<file path="src/logic/rlyc_pkg.sv">
// Package of constants and types for the relay channel controller
package rlyc_pkg;
	localparam int NUM_CH = 8;
	localparam int FRAME_BITS = 16;
	localparam int SCLK_MAX_KHZ = 5000;
	localparam int CLK_MHZ = 100;
	localparam int RESTART_TIME_US = 50;
	localparam int RESTART_CYCLES = RESTART_TIME_US * CLK_MHZ;
	localparam int PWM_PERIOD_CYCLES = 4096;
	// Frame layout: [15:14] command, [13:11] sub address, [7:0] data
	localparam int CMD_MSB = 15;
	localparam int CMD_LSB = 14;
	localparam int SUB_MSB = 13;
	localparam int SUB_LSB = 11;
	localparam logic [1:0] CMD_READ = 2'h0;
	localparam logic [1:0] CMD_WRITE = 2'h2;
	localparam logic [1:0] CMD_CLEAR = 2'h3;
	localparam logic [2:0] SUB_ENABLE = 3'h0;
	localparam logic [2:0] SUB_MAP0 = 3'h1;
	localparam logic [2:0] SUB_MAP1 = 3'h2;
	localparam logic [2:0] SUB_PWM0_DUTY = 3'h3;
	localparam logic [2:0] SUB_PWM1_DUTY = 3'h4;
	localparam logic [2:0] SUB_PWM0_MAP = 3'h5;
	localparam logic [2:0] SUB_PWM1_MAP = 3'h6;
	localparam logic [2:0] SUB_PROBE = 3'h7;
	localparam logic [7:0] MAP0_RESET = 8'h04;
	localparam logic [7:0] MAP1_RESET = 8'h08;
	localparam logic [7:0] LIMP_MAP0 = 8'h04;
	localparam logic [7:0] LIMP_MAP1 = 8'h08;
	localparam logic [7:0] HIGH_SIDE_MASK = 8'hfc;
	typedef struct packed {
		logic [7:0] overload;
		logic [7:0] overtemp;
		logic [7:0] open_on;
	} rlyc_fault_t;
	typedef struct packed {
		logic cs_n;
		logic sclk;
		logic mosi;
	} rlyc_spi_t;
endpackage

</file>
<file path="src/logic/rlyc_pwm.sv">
// Free-running PWM generator with programmable duty
`timescale 1ns/1ps
module rlyc_pwm #(
	parameter int PERIOD = rlyc_pkg::PWM_PERIOD_CYCLES
) (
	input wire logic ref_clk_in,
	input wire logic rstn_in,
	input wire logic [7:0] duty_in,
	output logic pwm_out
);
	import rlyc_pkg::*;
	localparam int CW = $clog2(PERIOD);
	logic [CW-1:0] cnt_reg;
	logic [7:0] phase;
	// Period counter
	always_ff @(posedge ref_clk_in or negedge rstn_in)
	begin
		if (!rstn_in)
			cnt_reg <= '0;
		else if (cnt_reg == CW'(PERIOD - 1))
			cnt_reg <= '0;
		else
			cnt_reg <= cnt_reg + 1'b1;
	end
	assign phase = cnt_reg[CW-1 -: 8];
	// Duty compare
	always_ff @(posedge ref_clk_in or negedge rstn_in)
	begin
		if (!rstn_in)
			pwm_out <= 1'b0;
		else
			pwm_out <= (phase < duty_in);
	end
endmodule

</file>
<file path="src/logic/rlyc_top.sv">
// Control, protection and serial logic of the eight-channel switch
// How it works
// - Serial frames are sixteen bits
// - Shift-through output, but chained frames over sixteen clocks are refused
// - Serial port idle without digital supply
// - Inputs drive channels two, three by default
// - Writable input map drives many channels
// - Limp home routes inputs to channels 2,3
// - Idle low lets inputs switch fail-safe channels
// - Overload latches channel off until cleared
// - Limp home restarts overloaded channel after time
// - Overtemperature latches channel off
// - Open-load faults latched until read
// - Probe current enable, output level monitor
// - On-state open load only high side
// - Two internal PWM generators
// - Eight individually switched channels
// - Serial output released while select high
// - Input zero to two, one to three
// - Idle pin high selects idle mode
`timescale 1ns/1ps
module rlyc_top #(
	parameter int RESTART_CNT = rlyc_pkg::RESTART_CYCLES
) (
	input wire logic ref_clk_in,
	input wire logic rstn_in,
	input wire logic vdd_ok_in,
	input wire rlyc_pkg::rlyc_spi_t spi_in,
	output logic miso_out,
	output logic miso_oe_n_out,
	input wire logic parallel_input_zero_in,
	input wire logic parallel_input_one_in,
	input wire logic idle_pin_in,
	input wire logic limp_home_in,
	input wire rlyc_pkg::rlyc_fault_t fault_in,
	input wire logic [7:0] output_level_in,
	output logic [7:0] drive_out,
	output logic [7:0] probe_en_out,
	output logic idle_mode_out
);
	import rlyc_pkg::*;
	localparam int RW = $clog2(RESTART_CNT + 1);
	// Three-stage samplers for pins
	logic [5:0] s1_reg, s2_reg, s3_reg;
	logic [5:0] raw;
	logic [5:0] filt_reg;
	assign raw = {spi_in.cs_n, spi_in.sclk, spi_in.mosi, parallel_input_zero_in, parallel_input_one_in, idle_pin_in};
	always_ff @(posedge ref_clk_in or negedge rstn_in)
	begin
		if (!rstn_in)
		begin
			s1_reg <= 6'h20;
			s2_reg <= 6'h20;
			s3_reg <= 6'h20;
			filt_reg <= 6'h20;
		end
		else
		begin
			s1_reg <= raw;
			s2_reg <= s1_reg;
			s3_reg <= s2_reg;
			for (int i = 0; i < 6; i++)
				if (s2_reg[i] == s3_reg[i])
					filt_reg[i] <= s3_reg[i];
		end
	end
	logic cs_n, sclk, mosi, in0, in1, idle;
	assign {cs_n, sclk, mosi, in0, in1, idle} = filt_reg;
	logic sclk_d_reg;
	logic sclk_rise, sclk_fall, spi_act;
	always_ff @(posedge ref_clk_in or negedge rstn_in)
	begin
		if (!rstn_in)
			sclk_d_reg <= 1'b0;
		else
			sclk_d_reg <= sclk;
	end
	assign spi_act = vdd_ok_in && !cs_n;
	assign sclk_rise = spi_act && sclk && !sclk_d_reg;
	assign sclk_fall = spi_act && !sclk && sclk_d_reg;
	// Serial shift register, frame counter and answer word
	logic [FRAME_BITS-1:0] sh_reg;
	logic [4:0] bit_cnt_reg;
	logic cs_d_reg;
	logic frame_end;
	logic [FRAME_BITS-1:0] answer;
	logic [2:0] rd_sel_reg;
	logic [7:0] en_reg, map0_reg, map1_reg, pwm0_duty_reg, pwm1_duty_reg, pwm0_map_reg, pwm1_map_reg, probe_reg;
	logic [7:0] ovl_reg, otp_reg, ol_reg, ovl_seen_reg;
	always_ff @(posedge ref_clk_in or negedge rstn_in)
	begin
		if (!rstn_in)
			cs_d_reg <= 1'b1;
		else
			cs_d_reg <= cs_n;
	end
	// Frame ends on select rising with exactly sixteen clocks
	assign frame_end = vdd_ok_in && cs_n && !cs_d_reg && bit_cnt_reg == 5'(FRAME_BITS);
	always_comb
	begin
		case (rd_sel_reg)
			3'h0: answer = {8'h00, ovl_reg};
			3'h1: answer = {8'h00, otp_reg};
			3'h2: answer = {8'h00, ol_reg};
			3'h3: answer = {8'h00, output_level_in};
			3'h4: answer = {8'h00, en_reg};
			default: answer = {5'h00, idle_mode_out, in1, in0, map0_reg};
		endcase
	end
	// Shift in on rising, out on falling; first bit out is answer MSB
	always_ff @(posedge ref_clk_in or negedge rstn_in)
	begin
		if (!rstn_in)
		begin
			sh_reg <= '0;
			bit_cnt_reg <= '0;
		end
		else if (!vdd_ok_in || cs_n)
			bit_cnt_reg <= '0;
		else if (cs_d_reg)
			sh_reg <= answer;
		else if (sclk_rise)
		begin
			sh_reg <= {sh_reg[FRAME_BITS-2:0], mosi};
			if (bit_cnt_reg != 5'h1f)
				bit_cnt_reg <= bit_cnt_reg + 5'h01;
		end
	end
	// Serial output: high-z while select high
	always_ff @(posedge ref_clk_in or negedge rstn_in)
	begin
		if (!rstn_in)
		begin
			miso_out <= 1'b0;
			miso_oe_n_out <= 1'b1;
		end
		else
		begin
			miso_oe_n_out <= !spi_act;
			if (!spi_act)
				miso_out <= 1'b0;
			else if (cs_d_reg)
				miso_out <= answer[FRAME_BITS-1];
			else if (sclk_fall)
				miso_out <= sh_reg[FRAME_BITS-1];
		end
	end
	logic [1:0] cmd;
	logic [2:0] sub;
	logic [7:0] dat;
	assign cmd = sh_reg[CMD_MSB:CMD_LSB];
	assign sub = sh_reg[SUB_MSB:SUB_LSB];
	assign dat = sh_reg[7:0];
	// Configuration registers, reset on supply loss
	always_ff @(posedge ref_clk_in or negedge rstn_in)
	begin
		if (!rstn_in)
		begin
			en_reg <= '0;
			map0_reg <= MAP0_RESET;
			map1_reg <= MAP1_RESET;
			pwm0_duty_reg <= '0;
			pwm1_duty_reg <= '0;
			pwm0_map_reg <= '0;
			pwm1_map_reg <= '0;
			probe_reg <= '0;
			rd_sel_reg <= '0;
		end
		else if (!vdd_ok_in)
		begin
			en_reg <= '0;
			map0_reg <= MAP0_RESET;
			map1_reg <= MAP1_RESET;
			pwm0_duty_reg <= '0;
			pwm1_duty_reg <= '0;
			pwm0_map_reg <= '0;
			pwm1_map_reg <= '0;
			probe_reg <= '0;
			rd_sel_reg <= '0;
		end
		else if (frame_end)
		begin
			if (cmd == CMD_READ)
				rd_sel_reg <= sub;
			else if (cmd == CMD_WRITE)
				case (sub)
					SUB_ENABLE: en_reg <= dat;
					SUB_MAP0: map0_reg <= dat;
					SUB_MAP1: map1_reg <= dat;
					SUB_PWM0_DUTY: pwm0_duty_reg <= dat;
					SUB_PWM1_DUTY: pwm1_duty_reg <= dat;
					SUB_PWM0_MAP: pwm0_map_reg <= dat;
					SUB_PWM1_MAP: pwm1_map_reg <= dat;
					default: probe_reg <= dat;
				endcase
		end
	end
	logic clr_ovl, rd_ovl;
	assign clr_ovl = frame_end && cmd == CMD_CLEAR;
	// Open-load latch clears only after its contents went out in a frame
	assign rd_ovl = frame_end && rd_sel_reg == 3'h2;
	// Limp home retry timer per channel
	logic [7:0] retry_fire;
	logic [7:0] limp_src;
	assign limp_src = ({8{in0}} & LIMP_MAP0) | ({8{in1}} & LIMP_MAP1);
	genvar g;
	generate
		for (g = 0; g < NUM_CH; g++)
		begin : g_ch
			logic [RW-1:0] rt_reg;
			always_ff @(posedge ref_clk_in or negedge rstn_in)
			begin
				if (!rstn_in)
					rt_reg <= '0;
				else if (!(limp_home_in && ovl_reg[g] && limp_src[g]))
					rt_reg <= '0;
				else if (rt_reg != RW'(RESTART_CNT))
					rt_reg <= rt_reg + 1'b1;
			end
			assign retry_fire[g] = rt_reg == RW'(RESTART_CNT);
		end
	endgenerate
	// Protection latches, set wins over clear
	always_ff @(posedge ref_clk_in or negedge rstn_in)
	begin
		if (!rstn_in)
		begin
			ovl_reg <= '0;
			otp_reg <= '0;
			ol_reg <= '0;
		end
		else
		begin
			ovl_reg <= fault_in.overload | (ovl_reg & ~(clr_ovl ? 8'hff : retry_fire));
			otp_reg <= fault_in.overtemp | (otp_reg & ~(clr_ovl ? 8'hff : 8'h00));
			ol_reg <= (fault_in.open_on & HIGH_SIDE_MASK & drive_out) | (ol_reg & ~(rd_ovl ? 8'hff : 8'h00));
		end
	end
	// Two internal PWM generators
	logic pwm0, pwm1;
	rlyc_pwm u_pwm0 (.ref_clk_in(ref_clk_in), .rstn_in(rstn_in), .duty_in(pwm0_duty_reg), .pwm_out(pwm0));
	rlyc_pwm u_pwm1 (.ref_clk_in(ref_clk_in), .rstn_in(rstn_in), .duty_in(pwm1_duty_reg), .pwm_out(pwm1));
	logic [7:0] req;
	always_comb
	begin
		if (limp_home_in)
			req = limp_src;
		else
			req = en_reg | ({8{in0}} & map0_reg) | ({8{in1}} & map1_reg)
				| ({8{pwm0}} & pwm0_map_reg) | ({8{pwm1}} & pwm1_map_reg);
	end
	// Next drive word, so the probe never overlaps a driven channel
	logic [7:0] drive_next;
	assign drive_next = req & ~ovl_reg & ~otp_reg & ~fault_in.overload & ~fault_in.overtemp;
	// Registered outputs
	always_ff @(posedge ref_clk_in or negedge rstn_in)
	begin
		if (!rstn_in)
		begin
			drive_out <= '0;
			probe_en_out <= '0;
			idle_mode_out <= 1'b0;
		end
		else
		begin
			drive_out <= drive_next;
			probe_en_out <= probe_reg & ~drive_next;
			idle_mode_out <= idle;
		end
	end
	a_miso_hiz: assert property (@(posedge ref_clk_in) disable iff (!rstn_in)
		!spi_act |=> miso_oe_n_out) else $error("serial out driven while deselected");
	a_ovl_off: assert property (@(posedge ref_clk_in) disable iff (!rstn_in)
		fault_in.overload != 8'h00 |=> (drive_out & $past(fault_in.overload)) == 8'h00
		&& (ovl_reg & $past(fault_in.overload)) == $past(fault_in.overload))
		else $error("overload not latched");
	a_otp_off: assert property (@(posedge ref_clk_in) disable iff (!rstn_in)
		otp_reg != 8'h00 |=> (drive_out & $past(otp_reg)) == 8'h00) else $error("hot channel driven");
	a_limp_map: assert property (@(posedge ref_clk_in) disable iff (!rstn_in)
		limp_home_in && ovl_reg == 8'h00 && otp_reg == 8'h00 && fault_in == '0 |=> drive_out == $past(limp_src))
		else $error("limp routing wrong");
	a_supply_rst: assert property (@(posedge ref_clk_in) disable iff (!rstn_in)
		!vdd_ok_in |=> map0_reg == MAP0_RESET && en_reg == 8'h00) else $error("config kept without supply");
	a_ol_hs: assert property (@(posedge ref_clk_in) disable iff (!rstn_in)
		(ol_reg & ~HIGH_SIDE_MASK) == 8'h00) else $error("low side open load flagged");
	a_idle_follow: assert property (@(posedge ref_clk_in) disable iff (!rstn_in)
		1'b1 |=> idle_mode_out == $past(idle)) else $error("idle mode mismatch");
	a_probe_off: assert property (@(posedge ref_clk_in) disable iff (!rstn_in)
		(probe_en_out & drive_out) == 8'h00) else $error("probe on driven channel");
	c_frame: cover property (@(posedge ref_clk_in) frame_end);
	c_limp_retry: cover property (@(posedge ref_clk_in) retry_fire != 8'h00);
	c_pwm_drive: cover property (@(posedge ref_clk_in) pwm0 && pwm0_map_reg != 8'h00);
	c_diag_read: cover property (@(posedge ref_clk_in) rd_ovl && ol_reg != 8'h00);
endmodule

</file>
<file path="config.mk">
export PLATFORM = sky130hd
export DESIGN_NAME = rlyc_top
export DESIGN_NICKNAME = d
export VERILOG_FILES = /design/src/logic/rlyc_pkg.sv /design/src/logic/rlyc_pwm.sv /design/src/logic/rlyc_top.sv
export SDC_FILE = /design/constraint.sdc
export NUM_CORES = 1
export LEC_CHECK = 0
export BUFFER_PORTS_ARGS = -buffer_cell sky130_fd_sc_hd__buf_2
export CORE_AREA = 2 2 135 137
export CTS_BUF_LIST = sky130_fd_sc_hd__clkbuf_8
export CTS_CLUSTER_SIZE = 40
export DETAILED_ROUTE_END_ITERATION = 6
export DIE_AREA = 0 0 137 139
export PLACE_DENSITY = 0.72
export SKIP_CTS_REPAIR_TIMING = 1
export SKIP_LAST_GASP = 1
export SLEW_MARGIN = 10
export SYNTH_ARGS = -nofsm -noshare
export SYNTH_HDL_FRONTEND = slang
export SYNTH_HIERARCHICAL = 1
export SYNTH_SLANG_ARGS = --single-unit
export TNS_END_PERCENT = 100
</file>
<file path="constraint.sdc">
create_clock -name ref_clk_in -period 3.45 [get_ports ref_clk_in]
set_input_delay 0.69 -clock ref_clk_in [delete_from_list [all_inputs] [get_ports ref_clk_in]]
set_output_delay 0.69 -clock ref_clk_in [all_outputs]
set_load 0.05 [all_outputs]
</file>
==> results.py <==
metrics = {
    "clock_network": {
        "cts_root_buf": "clkbuf_8",
        "cts.sinks": 209,
        "clock_latency_ps": 530,
        "cts_buffer_depth": 3,
        "cts_inserted_buffers": 36,
        "htree_num_levels": 2,
        "clk_pin_slew_ps": 60,
        "cts_tree": "built",
    },
    "floorplan": {
        "initial_core_util_pct": 53.87,
        "die_h_um": 139,
        "rows": 49,
        "io_pins": 61,
        "core_area_um2": 17660,
        "dieArea_um2": 19040,
        "die_w_um": 137,
    },
    "critical_path": {
        "crit_family": "simple AND/OR/NAND/NOR gates",
        "crit_type": "register to register",
        "crit_path_max_fanout": 16,
        "critPathBufInv": 1,
        "critical_path_arrival_ps": 2870,
        "cp-start-kind": "register",
        "setup.worst_path.start": "bit_cnt_reg[0]",
        "r2r_start": "bit_cnt_reg[0]",
        "cp_slowest_cell": "nand3_1",
        "worstPathCellList": "inv_1 -> ha_1 -> nand4bb_1 -> nor2_1 -> nand3_1 -> a31o_2",
        "endpoint_kind": "register",
        "slowest_delay_ps": 630,
        "cp.required_ps": 3860,
    },
    "routing": {
        "drt-total-wl_um": 21340,
        "drtIter0Drc": 463,
        "wire_per_inst_um": 17.59,
        "drc_errors": 0,
        "vias": 6830,
        "via_per_inst": 5.631,
        "final_antenna_net_count": 0,
        "dr.pass1.iters": 7,
    },
    "timing": {
        "finalClockSkew_ps": 20.13,
        "hold_viol": 0,
        "setup_violations": 0,
        "period_needed_ps": 2457,
        "rsz0062_at_grt": "false",
        "final_max_slew_viol_count": 0,
        "setup_tns_ps": 0,
        "worst_pin_slew_ps": 993.7,
        "max_slew_margin_pct": 33.76,
        "period_share_pct": 71.21,
        "clock.fmax_ghz": 0.4071,
    },
    "final_layout": {
        "largest_reg_flops": 26,
        "fin_nets": 1024,
        "diodes": 0,
        "final_common_cell": "dfrtp_1",
        "syn_to_final_growth_pct": 13.13,
        "fin_area_um2": 10760,
        "layout_common_cells": "dfrtp_1, nand2_1, mux2i_1, buf_2, inv_1",
        "drive_gt1_share_pct": 15.45,
        "nFillCells": 1457,
    },
    "placement": {
        "io_buffer_count": 58,
        "place_area_um2": 10040,
        "dp_hpwl_um": 14150,
        "place_congestion": 0.8448,
    },
    "global_routing": {
        "grt_pass1_wl_um": 35100,
        "antenna_found_initial": 0,
        "grt_pass1_vias": 6764,
        "overflow": 0,
        "grt_max_degree": 77,
        "grt.total_usage_pct": 23.21,
    },
    "yosys": {
        "yosys.cell_types.count": 65,
        "synth-seq-area-share_pct": 55.09,
        "async_flop_share_pct": 100.0,
        "ys_warn_count": 6,
        "synth_cells": 892,
        "syn_nets": 957,
        "synth_seq_cells": 209,
        "synth_edf_count": 0,
        "synth_area_um2": 9512,
        "syn_avg_cell_area_um2": 10.66,
        "synth-main-ff-cell": "dfrtp_1",
    },
    "power_and_ir_drop": {
        "p_leak_nw": 5.105,
        "peakVddDrop_uv": 289.2,
        "power.density_nw_per_um2": 480.9,
    },
    "run": {
        "drv_cap": 0,
    },
    "min_path": {
        "hp-class": "primary input to async pin",
    },
    "outcome": {
        "outcome": "completed",
    },
}
-- worst reg2reg max path: cells and delay by family, from the launching register on --
kind | cells | cell delay, ps
AO/OA/AOI/OAI | 1 | 470
adder cells (fa/ha/maj) | 1 | 150
buffers and inverters | 1 | 70
flip-flops | 1 | 420
AND/OR/NAND/NOR | 3 | 1230
-- area by class of cell --
cell class | instances | area (um2) | share of cell area, %
Inverter | 42 | 157.7 | 1.465
Multi-Input combinational cell | 603 | 3961 | 36.81
Sequential cell | 209 | 5240 | 48.70
Clock inverter | 18 | 103.9 | 0.9651
Tap cell | 229 | 286.5 | 2.663
Timing Repair Buffer | 67 | 391.6 | 3.640
Clock buffer | 45 | 619.3 | 5.756
-- path summary, 6_finish.rpt --
path	end	slack (ps)	cells past startpoint
worst max-delay path	ovl_reg[2]	990	6
worst min-delay path	probe_reg[1]	140	1
worst max register to register	ovl_reg[2]	990	6
worst min register to register	s2_reg[3]	350	0
min in group ref_clk_in	s1_reg[5]	270	1
max in group asynchronous	u_pwm0/cnt_reg[1]	2450	2
-- cell families after synthesis --
kind of cell               after synthesis  share of synthesized area, %
adders and majority gates               29                         3.657
and+or+nand+nor                        308                         16.43
buffers and inverters                   80                         3.262
AOI/OAI and AO/OA                      167                         11.54
xor gates and xnor gates                34                         3.131
muxes                                   65                         6.893
DFF                                    209                         55.09
-- cell usage after synthesis (10+ instances only) --
master    instances  area share [%]
a21oi_1          38             2.0
dfrtp_1         201              53
ha_1             23             3.0
nand3_1          20             1.1
xor2_1           21             1.9
nor2_1           53             2.1
mux2i_1          61             6.4
inv_1            42             1.7
nand4_1          10            0.66
nor2b_1          15            0.99
nand2_1         126             5.0
clkbuf_1         34             1.3
a21o_1           17             1.3
nor3_1           19             1.0
o21ai_0          41             2.2
xnor2_1          13             1.2
-- where the power goes --
| part | leakage [nW] | switching [W] | internal, W |
|---|---|---|---|
| Combinational | 1.98 | 0.000205 | 0.0000934 |
| Sequential | 2.70 | 0.000116 | 0.00253 |
| Clock | 0.422 | 0.000985 | 0.00125 |
| Total | 5.10 | 0.00131 | 0.00387 |
-- through the flow --
step	util (%)	instances	setup slack (ps)	hold slack, ps	total power, W
after global routing	60.94	1213	807.2	174.9	0.005391
after global placement	56.85	1150	976.5	333.0	0.002977
after floorplan	-	892	1372	331.2	0.002799
after CTS	60.94	1213	989.1	160.2	0.005225
after detailed placement	56.85	1150	922.0	336.3	0.002980
final	60.94	1213	993.4	140.3	0.005175
-- per-layer routing --
metal / global-route usage [%] / vias to the layer above / share of wire [%]
li1: - / 3260 / -
met2: 35.85 / 216 / 46
met1: 32.78 / 3317 / 45
met4: 7.542 / 0 / 2.0
met3: 4.934 / 37 / 6.4
met5: 0 / - / 0
Power figures use the tool's default switching activity.
